`config.mk`:
```
export PLATFORM = sky130hd
export DESIGN_NAME = tpgc_top
export DESIGN_NICKNAME = d
export VERILOG_FILES = /design/src/rtl/tpgc_pkg.sv /design/src/rtl/tpgc_top.sv /design/src/rtl/tpgc_phase.sv /design/src/rtl/tpgc_blank.sv
export SDC_FILE = /design/constraint.sdc
export NUM_CORES = 1
export LEC_CHECK = 0
export BUFFER_PORTS_ARGS = -buffer_cell sky130_fd_sc_hd__buf_2
export CORE_MARGIN = 1.5
export CORE_UTILIZATION = 52
export DETAILED_ROUTE_END_ITERATION = 12
export HOLD_SLACK_MARGIN = 0.08
export PLACE_DENSITY = 0.89
export SLEW_MARGIN = 20
export SYNTH_ARGS = -nofsm -noshare
export SYNTH_HDL_FRONTEND = slang
export SYNTH_HIERARCHICAL = 1
export SYNTH_SLANG_ARGS = --single-unit
export TNS_END_PERCENT = 5
```
`constraint.sdc`:
```
create_clock -name pclk -period 2 [get_ports pclk]
set_input_delay 0.1 -clock pclk [delete_from_list [all_inputs] [get_ports pclk]]
set_output_delay 0.1 -clock pclk [all_outputs]
set_load 0.005 [all_outputs]
```
`src/rtl/tpgc_pkg.sv`:
```
/*
 * Shared constants for the three-phase gate control logic: register map,
 * field positions, reset values and timing counts.
 * Assumes a 50 MHz pclk and a 32-bit APB register bus.
 */
package tpgc_pkg;

    // ------------------------------------------------------------------
    // clock and timing
    // ------------------------------------------------------------------
    localparam int TPGC_CLK_PERIOD_NS = 20;
    localparam int TPGC_BLANK_NS = 3200;
    localparam int TPGC_BLANK_CYC = TPGC_BLANK_NS / TPGC_CLK_PERIOD_NS;
    localparam int TPGC_PIN_A_DIV = 409600;
    localparam int TPGC_NPHASE = 3;

    // ------------------------------------------------------------------
    // register map (byte addresses)
    // ------------------------------------------------------------------
    localparam logic [7:0] TPGC_RUN_OFS = 8'h00;
    localparam logic [7:0] TPGC_CFG_OFS = 8'h04;
    localparam logic [7:0] TPGC_STATUS_OFS = 8'h08;
    localparam logic [7:0] TPGC_THRESH_OFS = 8'h0C;

    // ------------------------------------------------------------------
    // field layout
    // ------------------------------------------------------------------
    // run: bit 2p = run_high_bit of phase p, bit 2p+1 = run_low_bit
    localparam int TPGC_RUN_W = 6;
    localparam int TPGC_CFG_PIN_A_LSB = 0;
    localparam int TPGC_CFG_BLANK_LSB = 8;
    localparam int TPGC_BLANK_W = 8;
    localparam int TPGC_THRESH_W = 5;
    localparam int TPGC_ST_STG_LSB = 0;
    localparam int TPGC_ST_STB_LSB = 3;
    localparam int TPGC_ST_WARN = 6;
    localparam int TPGC_ST_OT = 7;
    localparam int TPGC_ST_FAULT = 8;

    // ------------------------------------------------------------------
    // reset values
    // ------------------------------------------------------------------
    localparam logic [TPGC_RUN_W-1:0] TPGC_RUN_RST = 6'h00;
    localparam logic [1:0] TPGC_PIN_A_RST = 2'h0;
    localparam logic [TPGC_BLANK_W-1:0] TPGC_BLANK_RST = TPGC_BLANK_W'(TPGC_BLANK_CYC);
    localparam logic [TPGC_THRESH_W-1:0] TPGC_THRESH_RST = 5'h08;

    // diagnostic pin functions
    typedef enum logic [1:0] {
        TPGC_PIN_A_FAULT = 2'h0,
        TPGC_PIN_A_CLOCK = 2'h1,
        TPGC_PIN_A_VDS = 2'h2,
        TPGC_PIN_A_TEMP = 2'h3
    } tpgc_pin_a_t;

endpackage

```
`src/rtl/tpgc_top.sv`:
```
/*
 * Three-phase gate control logic: APB registers, per-phase gate decode,
 * short detection with blanking, temperature flags and diagnostic pin.
 * Assumes analog comparators, the temperature sensor with its hysteresis
 * and the diagnostic analog mux sit outside and are synchronous to pclk.
 */
// Behaviour
// - each control state is the OR of its pin and its run-register bit.
// - three phases, each with its own states and gate outputs.
// - coast off, both states 0: both gates low, node floats.
// - coast off, only low state: low gate high, high gate low.
// - coast off, only high state: high gate high, low gate low.
// - both states 1: both gates forced low.
// - override low drives every gate output low.
// - high side on and supply-minus-node over threshold: short-to-ground fault.
// - low side on and node-minus-source over threshold: short-to-battery fault.
// - selector 01 divided clock, 10 drain-source threshold, 11 temperature voltage.
// - temperature mode voltage follows junction temperature, 1420 mV, -3.85 mV/C.
// - hot warning set near 135 C, cleared 15 C lower.
// - overtemperature flag set near 170 C, cleared 15 C lower.
// - low pulse on fault clear input clears latched faults.
// - diagnostic pin has four functions, fault flag after power-up.
`timescale 1ns/1ps
module tpgc_top
    import tpgc_pkg::*;
#(
    parameter int PIN_A_DIV = TPGC_PIN_A_DIV,
    parameter int NPHASE = TPGC_NPHASE
)
(
    input wire logic pclk,
    input wire logic presetn,
    input wire logic psel,
    input wire logic penable,
    input wire logic pwrite,
    input wire logic [7:0] paddr,
    input wire logic [31:0] pwdata,
    output logic [31:0] prdata,
    output logic pready,
    output logic pslverr,
    input wire logic [NPHASE-1:0] phase_high_pin,
    input wire logic [NPHASE-1:0] phase_low_pin,
    input wire logic freewheel_override_n,
    input wire logic fault_clear_n,
    input wire logic [NPHASE-1:0] stg_cmp,
    input wire logic [NPHASE-1:0] stb_cmp,
    input wire logic temp_warn_cmp,
    input wire logic overtemp_cmp,
    output logic [NPHASE-1:0] high_gate_out,
    output logic [NPHASE-1:0] low_gate_out,
    output logic [TPGC_THRESH_W-1:0] drain_source_threshold,
    output logic [1:0] pin_a_analog_sel,
    output logic pin_a
);

    // ------------------------------------------------------------------
    // apb decode
    // ------------------------------------------------------------------
    localparam int DIV_HALF = PIN_A_DIV / 2;
    localparam int DIV_W = $clog2(DIV_HALF);

    logic [TPGC_RUN_W-1:0] run_r;
    logic [1:0] pin_a_sel_r;
    logic [TPGC_BLANK_W-1:0] blank_r;
    logic [TPGC_THRESH_W-1:0] thresh_r;
    logic [NPHASE-1:0] stg_flag_r;
    logic [NPHASE-1:0] stb_flag_r;
    logic warn_r;
    logic ot_r;
    logic pready_r;
    logic pslverr_r;
    logic [31:0] prdata_r;
    logic [NPHASE-1:0] high_gate_r;
    logic [NPHASE-1:0] low_gate_r;
    logic [DIV_W-1:0] div_cnt_r;
    logic div_clk_r;
    logic pin_a_r;
    logic [1:0] pin_a_analog_r;

    wire access = psel & penable;
    wire done = access & pready_r;
    wire sel_run = paddr == TPGC_RUN_OFS;
    wire sel_cfg = paddr == TPGC_CFG_OFS;
    wire sel_status = paddr == TPGC_STATUS_OFS;
    wire sel_thresh = paddr == TPGC_THRESH_OFS;
    wire mapped = sel_run | sel_cfg | sel_status | sel_thresh;
    wire wr_run = done & pwrite & sel_run;
    wire wr_cfg = done & pwrite & sel_cfg;
    wire wr_thresh = done & pwrite & sel_thresh;

    // combined fault flag seen on status and on the diagnostic pin
    wire fault_flag = (|stg_flag_r) | (|stb_flag_r) | ot_r;

    wire [31:0] status_word = {23'h0, fault_flag, ot_r, warn_r, stb_flag_r, stg_flag_r};
    wire [31:0] cfg_word = {16'h0, blank_r, 6'h0, pin_a_sel_r};
    wire [31:0] rd_word = sel_run ? {26'h0, run_r} :
                          sel_cfg ? cfg_word :
                          sel_status ? status_word :
                          sel_thresh ? {27'h0, thresh_r} : 32'h0;

    // ------------------------------------------------------------------
    // per-phase gate decode and short detection
    // ------------------------------------------------------------------
    logic [NPHASE-1:0] high_gate_nxt;
    logic [NPHASE-1:0] low_gate_nxt;
    logic [NPHASE-1:0] stg_evt;
    logic [NPHASE-1:0] stb_evt;

    genvar p;
    generate
        for (p = 0; p < NPHASE; p++)
        begin : g_phase
            tpgc_phase u_phase (
                .phase_high_pin(phase_high_pin[p]),
                .phase_low_pin(phase_low_pin[p]),
                .run_high_bit(run_r[2*p]),
                .run_low_bit(run_r[2*p+1]),
                .freewheel_override_n(freewheel_override_n),
                .high_gate_nxt(high_gate_nxt[p]),
                .low_gate_nxt(low_gate_nxt[p])
            );

            // short-to-ground: high side commanded on
            tpgc_blank u_stg (
                .pclk(pclk),
                .presetn(presetn),
                .gate_on(high_gate_r[p]),
                .short_cmp(stg_cmp[p]),
                .blank_cycles(blank_r),
                .short_evt(stg_evt[p])
            );

            // short-to-battery: low side commanded on
            tpgc_blank u_stb (
                .pclk(pclk),
                .presetn(presetn),
                .gate_on(low_gate_r[p]),
                .short_cmp(stb_cmp[p]),
                .blank_cycles(blank_r),
                .short_evt(stb_evt[p])
            );
        end
    endgenerate

    // ------------------------------------------------------------------
    // latched faults: a new event wins over a concurrent clear
    // ------------------------------------------------------------------
    wire clr = ~fault_clear_n;
    wire [NPHASE-1:0] stg_nxt = stg_evt | (stg_flag_r & {NPHASE{~clr}});
    wire [NPHASE-1:0] stb_nxt = stb_evt | (stb_flag_r & {NPHASE{~clr}});

    // ------------------------------------------------------------------
    // diagnostic pin
    // ------------------------------------------------------------------
    // square wave at pclk / PIN_A_DIV: toggles every half period
    wire div_wrap = div_cnt_r == DIV_W'(DIV_HALF - 1);
    wire [DIV_W-1:0] div_cnt_nxt = div_wrap ? '0 : div_cnt_r + DIV_W'(1);
    wire pin_a_is_fault = pin_a_sel_r == TPGC_PIN_A_FAULT;
    wire pin_a_is_clock = pin_a_sel_r == TPGC_PIN_A_CLOCK;
    // analog functions (threshold, temperature) leave the digital drive low
    // and steer the external mux instead
    wire pin_a_nxt = pin_a_is_fault ? fault_flag : (pin_a_is_clock ? div_clk_r : 1'b0);

    // ------------------------------------------------------------------
    // registers
    // ------------------------------------------------------------------
    always_ff @(posedge pclk or negedge presetn)
    begin
        if (!presetn)
        begin
            pready_r <= 1'b0;
            pslverr_r <= 1'b0;
            prdata_r <= 32'h0;
        end
        else
        begin
            // one wait state: pready rises on the second access cycle
            pready_r <= access & ~pready_r;
            pslverr_r <= access & ~pready_r & ~mapped;
            prdata_r <= (access & ~pready_r & ~pwrite) ? rd_word : 32'h0;
        end
    end

    always_ff @(posedge pclk or negedge presetn)
    begin
        if (!presetn)
        begin
            run_r <= TPGC_RUN_RST;
        end
        else if (wr_run)
        begin
            run_r <= pwdata[TPGC_RUN_W-1:0];
        end
    end

    always_ff @(posedge pclk or negedge presetn)
    begin
        if (!presetn)
        begin
            pin_a_sel_r <= TPGC_PIN_A_RST;
            blank_r <= TPGC_BLANK_RST;
        end
        else if (wr_cfg)
        begin
            pin_a_sel_r <= pwdata[TPGC_CFG_PIN_A_LSB +: 2];
            blank_r <= pwdata[TPGC_CFG_BLANK_LSB +: TPGC_BLANK_W];
        end
    end

    always_ff @(posedge pclk or negedge presetn)
    begin
        if (!presetn)
        begin
            thresh_r <= TPGC_THRESH_RST;
        end
        else if (wr_thresh)
        begin
            thresh_r <= pwdata[TPGC_THRESH_W-1:0];
        end
    end

    always_ff @(posedge pclk or negedge presetn)
    begin
        if (!presetn)
        begin
            high_gate_r <= '0;
            low_gate_r <= '0;
        end
        else
        begin
            high_gate_r <= high_gate_nxt;
            low_gate_r <= low_gate_nxt;
        end
    end

    always_ff @(posedge pclk or negedge presetn)
    begin
        if (!presetn)
        begin
            stg_flag_r <= '0;
            stb_flag_r <= '0;
        end
        else
        begin
            stg_flag_r <= stg_nxt;
            stb_flag_r <= stb_nxt;
        end
    end

    always_ff @(posedge pclk or negedge presetn)
    begin
        if (!presetn)
        begin
            warn_r <= 1'b0;
            ot_r <= 1'b0;
        end
        else
        begin
            // comparators carry the thermal hysteresis; flags follow them
            warn_r <= temp_warn_cmp;
            ot_r <= overtemp_cmp;
        end
    end

    always_ff @(posedge pclk or negedge presetn)
    begin
        if (!presetn)
        begin
            div_cnt_r <= '0;
            div_clk_r <= 1'b0;
        end
        else
        begin
            div_cnt_r <= div_cnt_nxt;
            div_clk_r <= div_clk_r ^ div_wrap;
        end
    end

    always_ff @(posedge pclk or negedge presetn)
    begin
        if (!presetn)
        begin
            pin_a_r <= 1'b0;
            pin_a_analog_r <= TPGC_PIN_A_RST;
        end
        else
        begin
            pin_a_r <= pin_a_nxt;
            pin_a_analog_r <= pin_a_sel_r;
        end
    end

    // ------------------------------------------------------------------
    // outputs
    // ------------------------------------------------------------------
    assign prdata = prdata_r;
    assign pready = pready_r;
    assign pslverr = pslverr_r;
    assign high_gate_out = high_gate_r;
    assign low_gate_out = low_gate_r;
    assign drain_source_threshold = thresh_r;
    assign pin_a_analog_sel = pin_a_analog_r;
    assign pin_a = pin_a_r;

endmodule // tpgc_top

```
`src/rtl/tpgc_phase.sv`:
```
/*
 * Gate decode for one phase: combines pin and run-register control and
 * maps the result to next-state gate levels.
 * Assumes the caller registers the outputs.
 */
`timescale 1ns/1ps
module tpgc_phase
    import tpgc_pkg::*;
(
    input wire logic phase_high_pin,
    input wire logic phase_low_pin,
    input wire logic run_high_bit,
    input wire logic run_low_bit,
    input wire logic freewheel_override_n,
    output logic high_gate_nxt,
    output logic low_gate_nxt
);

    wire high_control_state = phase_high_pin | run_high_bit;
    wire low_control_state = phase_low_pin | run_low_bit;

    // both-on decodes to off so the half bridge can never shoot through
    assign high_gate_nxt = freewheel_override_n & high_control_state & ~low_control_state;
    assign low_gate_nxt = freewheel_override_n & low_control_state & ~high_control_state;
    // neither state: both gates low, node floats

endmodule // tpgc_phase

```
`src/rtl/tpgc_blank.sv`:
```
/*
 * Short detector for one switch: blanks the comparator after gate turn-on
 * and flags a fault only if it still trips afterwards.
 * Assumes the comparator input is already synchronous to pclk.
 */
`timescale 1ns/1ps
module tpgc_blank
    import tpgc_pkg::*;
#(
    parameter int BLANK_W = TPGC_BLANK_W
)
(
    input wire logic pclk,
    input wire logic presetn,
    input wire logic gate_on,
    input wire logic short_cmp,
    input wire logic [BLANK_W-1:0] blank_cycles,
    output logic short_evt
);

    logic [BLANK_W-1:0] cnt_r;
    logic gate_d_r;

    wire turn_on = gate_on & ~gate_d_r;
    wire blanked = cnt_r < blank_cycles;
    wire [BLANK_W-1:0] cnt_nxt = turn_on ? '0 : (blanked ? cnt_r + BLANK_W'(1) : cnt_r);

    assign short_evt = gate_on & ~turn_on & ~blanked & short_cmp;

    always_ff @(posedge pclk or negedge presetn)
    begin
        if (!presetn)
        begin
            cnt_r <= '0;
            gate_d_r <= 1'b0;
        end
        else
        begin
            cnt_r <= cnt_nxt;
            gate_d_r <= gate_on;
        end
    end

endmodule // tpgc_blank

```
* After elaboration in Yosys (flattened, before gate mapping)
Cells that the tools add are included.
Storage, ports and cells: output and inout port bits 48, register bits 129, input port bits 61
Operators by class: magnitude comparators 6, equal/unequal tests 5, muxes and demuxes 20, bitwise gates (word level) 88, reduce and logical (&&, ||, !) cells 10, add/subtract/negate cells 7
Operators with widths (count):
- 8-bit 2-to-1 mux | 12
- 8-bit by 1-bit adder with 8-bit output (second input constant) | 6
- 8-bit less-than comparator | 6
- 16-bit 2-to-1 mux | 3
- 1-bit AND | 45
- 1-bit inverter | 27
- 18-bit by 1-bit adder with 18-bit output (second input constant) | 1
- 18-bit == test (second input constant) | 1
- 18-bit 2-to-1 mux | 1
- 8-bit by 4-bit == test with 1-bit output (second input constant) | 2
- 2-bit nonzero test | 6
- 1-bit OR | 11
- 9-bit 2-to-1 mux | 1
- 8-bit by 3-bit == test with 1-bit output (second input constant) | 1
- 8-bit logical NOT | 1
- 3-bit AND | 2
- 3-bit OR | 2
- 3-bit OR reduction | 2
- 5-bit 2-to-1 mux | 1
- 2-bit by 1-bit == test with 1-bit output (second input constant) | 1
- 2-bit logical NOT | 1
- 1-bit 2-to-1 mux | 2
- 1-bit bitwise XOR | 1

* Depth between registers and ports, before layout
word-level depth 7, gate-level depth with buffers 8, mapped depth without buffers 7

* Cells and area by module
The synthesis kept the hierarchy.
Modules (own cells, without submodules):
- tpgc_blank | cells an instance 68, sequential area each 225.2 µm², times used 6, area an instance 634.4 µm²
- tpgc_top | cells an instance 242, sequential area each 1880.6 µm², times used 1, area an instance 3094.2 µm²
- tpgc_phase | cells an instance 3, sequential area each 0.0 µm², times used 3, area an instance 28.8 µm²

* Worst setup path after synthesis
Ideal clock, no wire load.
path kind reg2reg, start point reg blank_r[1], end point reg g_phase[0].u_stb.cnt_r[4], path buffers 1, path slack -73 ps, data required time 1922 ps, stages on the path, launching flop included 9, period minus slack after synthesis 2073 ps, data arrival time 1995 ps, path through dfrtp_1 > inv_1 > ha_1 > or4_4 > a21oi_2 > o31ai_2 > buf_6 > or3_1 > a21oi_1
Between the ends: word-level cells in the longest chain between the ends 2
Ends and longest elaborated chain:
- start, declared | line tpgc_top.sv:64 | logic [TPGC_BLANK_W-1:0] blank_r;
- start signal, assigned | line tpgc_top.sv:206 | blank_r <= pwdata[TPGC_CFG_BLANK_LSB +: TPGC_BLANK_W];
- 8-bit less-than comparator | line tpgc_blank.sv:25 | wire blanked = cnt_r < blank_cycles;
- 2-bit nonzero test (no line)
- end signal, assigned | line tpgc_blank.sv:39 | cnt_r <= cnt_nxt;
- end, declared | line tpgc_blank.sv:21 | logic [BLANK_W-1:0] cnt_r;
No other way between the ends. A chain may end at the register's enable or synchronous reset.

* Worst setup path in the final report
start point reg blank_r[5], end point reg g_phase[0].u_stg.cnt_r[7]
Between the ends: word-level cells in the longest chain between the ends 2
Ends and longest elaborated chain (line):
- 8-bit less-than comparator | tpgc_blank.sv:25
- 2-bit nonzero test (no line)
- end signal, assigned | tpgc_blank.sv:39
- end, declared | tpgc_blank.sv:21
No other way between the ends.

==> qor.yml <==
job:
  cap_violations: 0
clock_tree:
  cts_tree: "yes"
  h-tree-depth: 4
  clk_pin_slew_ns: 0.06
  numCtsBuffers: 17
  insertion_delay_ns: 0.44
  clockBufferDepth: 2
  cts_num_sinks: 129
  root_buffer: "clkbuf_16"
detailed_routing:
  drc: 0
  drt-vias-per-instance: 6.33
  drtIter0Drc: 609
  dr.pass1.iters: 7
  ant_nets: 0
  routed_wl_um: 23800
  num_vias: 6455
  post_drt_wl_per_cell_um: 23.4
die:
  ios: 109
  die_h_um: 119
  start_util_pct: 53.0
  num_rows: 42
  die_w_um: 119
  core_area_mm2: 0.0132
  die_area_mm2: 0.0141
timing:
  period_share_pct: 117
  hold_viol_final: 0
  setup_viol_count_final: 54
  maxSlewHeadroom_pct: 44.7
  worst_pin_slew_ns: 0.828
  fmax_mhz: 427
  worst_clock_skew_ns: 0.0184
  final.setup.worst_slack_ns: -0.343
  rsz0062_at_grt: "true"
  drv_slew: 0
  min_period_ns: 2.34
  finalSetupTns_ns: -12.07
min_path:
  hold_path.class: "input port to flop"
  min_from: "stb_cmp[1]"
  min_to: "stb_flag_r[1]$_DFF_PN0_"
  hold_depth: 3
logic_synthesis:
  synth_edf_count: 0
  yosys_warnings: 6
  yosysMostFrequentCell: "dfrtp_1"
  yosys.area.top_type: "dfrtp_1"
  synthFlopType: "dfrtp_1"
  synth_area_mm2: 0.00699
  synth_cells: 659
  seq_area_frac_synth_pct: 46.3
  synthTopCellsByCount: "dfrtp_1, nand3_1, ha_1, inv_1, a21oi_1"
  yosys-top-cells-area: "dfrtp_1, ha_1, nand3_1"
  async_flop_share_pct: 100
  synth.avg_cell_area_um2: 10.6
  synthDistinctLibCells: 46
  ys_seq_elements: 129
  synth.top_cell.area_share_pct: 45.1
worst_setup_path:
  crit_arrival_ns: 2.70
  cp-start-kind: "flop"
  slowest_delay_ns: 0.67
  path_cells: "inv_1 > ha_1 > a21o_1 > a21oi_2 > o31ai_4 > buf_4 > or3_4 > a21oi_2"
  cp-end-kind: "flop"
  r2r_setup_slack_ns: -0.34
  cp_common_cell: "a21oi_2"
  critPathKind: "flop to flop"
  crit_family: "compound AO/OA/AOI/OAI gates"
  worst-path-max-fanout: 8
  r2r_start: "blank_r[5]$_DFFE_PN1P_"
  critPathRequiredTime_ns: 2.36
  reg2reg_depth: 8
  cp_slowest_cell: "dfstp_2"
  r2r-end: "g_phase[0].u_stg/cnt_r[7]$_DFFE_PN0P_"
  crit_buf_inv: 2
power:
  peakVddDrop_mv: 0.740
  power_leakage_uw: 0.00448
  power_uw: 7780
  powerDensity_mw_per_mm2: 809
cells_and_area:
  drive_above_1_share_pct: 40.7
  area.growth.synth_to_final_pct: 37.5
  postLayoutCoreUtil_pct: 72.8
  fin_nets: 940
  antenna_cells: 0
global_route:
  grt_overflow_total: 0
  track_usage_pct: 31.8
  antenna_found_initial: 0
  grt_max_degree: 50
  grt_pass1_wl_um: 34700
  grt_pass1_vias: 6587
placement:
  portBuffers: 74
  place.detailed.hpwl_um: 11500
  globalplace.congestion: 0.840
outcome:
  status: "finished with violations"
  violations: "negative setup slack"
## state kept, by name (all words and copies together), names as in the netlist, 2 cells and up
name and count:
blank_r 8, div_cnt_r 18, drain_source_threshold 5, g_phase.u_stb/cnt_r 24, g_phase.u_stb/gate_d_r 3, g_phase.u_stg/cnt_r 24
g_phase.u_stg/gate_d_r 3, high_gate_out 3, low_gate_out 3, pin_a_analog_sel 2, pin_a_sel_r 2, prdata 16
run_r 6, stb_flag_r 3, stg_flag_r 3
## cell type report
class | count | area [µm²]
Multi-Input combinational cell | 467 | 4140
Fill cell | 739 | 3580
Sequential cell | 129 | 3240
Timing Repair Buffer | 168 | 1250
Clock buffer | 17 | 425
Tap cell | 176 | 220
Inverter | 47 | 176
Clock inverter | 15 | 156
## power by group
group / internal (µW) / total [µW] / leakage (µW) / switching [µW]
clock: 1850 / 3160 / 0.000285 / 1320
combinational: 828 / 1750 / 0.00244 / 921
sequential: 2720 / 2860 / 0.00175 / 148
## through the flow
step	setup slack (ns)	std cells	area [µm²]	hold WS (ns)
floorplan	-0.0729	674	7070	-0.196
global placement	-0.278	935	7770	0.124
detailed placement	-0.416	935	7770	0.136
CTS	-0.190	1018	9370	0.0863
global route	-0.406	1019	9610	0.107
finish	-0.343	1019	9610	0.116
## worst min-delay path, stage by stage
cell and delay, ns:
buf_2 0.09, and4_4 0.22, a21o_1 0.10
## per-layer routing
layer,up-vias,global-route usage (%),part of all wire (%)
met5,-,0,0
met4,0,19.2,6.7
met3,152,10.5,8.9
met2,447,53.1,49
met1,3168,35.3,36
li1,2688,-,-
## kinds of logic after synthesis
| family | count (synthesis) | share of synthesized area [%] |
|---|---|---|
| other | 1 | 0.0537 |
| AO/OA/AOI/OAI | 130 | 12.4 |
| XOR/XNOR | 26 | 3.26 |
| adder cells (fa/ha/maj) | 49 | 8.78 |
| multiplexers | 29 | 4.53 |
| AND/OR/NAND/NOR | 213 | 18.6 |
| flip-flops | 129 | 46.3 |
| buffers and inverters | 82 | 6.18 |
## cell usage in the layout, fill, tap and decap left out, types with 21 or more instances in the layout
| master | count |
|---|---|
| mux2_2 | 21 |
| buf_4 | 43 |
| nand3_1 | 41 |
| ha_1 | 34 |
| dfrtp_1 | 121 |
| inv_1 | 40 |
| or3_4 | 25 |
| a21oi_2 | 28 |
| dlygate4sd3_1 | 35 |
| buf_2 | 73 |
| nor2_1 | 32 |
## how the worst max path moves through the flow
stage                           startpoint                               endpoint  slack, ns  cells past startpoint
global route        blank_r[3]$_DFFE_PN0P_  g_phase[0].u_stg/cnt_r[7]$_DFFE_PN0P_      -0.41                      8
detailed placement  blank_r[4]$_DFFE_PN0P_  g_phase[2].u_stg/cnt_r[7]$_DFFE_PN0P_      -0.42                      7
finish              blank_r[5]$_DFFE_PN1P_  g_phase[0].u_stg/cnt_r[7]$_DFFE_PN0P_      -0.34                      8
floorplan           blank_r[1]$_DFFE_PN0P_  g_phase[0].u_stg/cnt_r[4]$_DFFE_PN0P_      -0.07                      8
global placement    blank_r[4]$_DFFE_PN0P_  g_phase[1].u_stg/cnt_r[3]$_DFFE_PN0P_      -0.28                      7
CTS                 blank_r[2]$_DFFE_PN0P_  g_phase[0].u_stg/cnt_r[3]$_DFFE_PN0P_      -0.19                      7
## repair_timing
| action | CTS | global route |
|---|---|---|
| endpoints found under the hold margin | 80 | 0 |
| cloned | 4 | 0 |
| pin swaps | 60 | 19 |
| gates resized for setup | 140 | 48 |
| hold buffers | 35 | 0 |
| setup endpoints to repair | 53 | 54 |
| buffers inserted | 12 | 1 |
No activity file was read; power rests on OpenSTA's default activity.
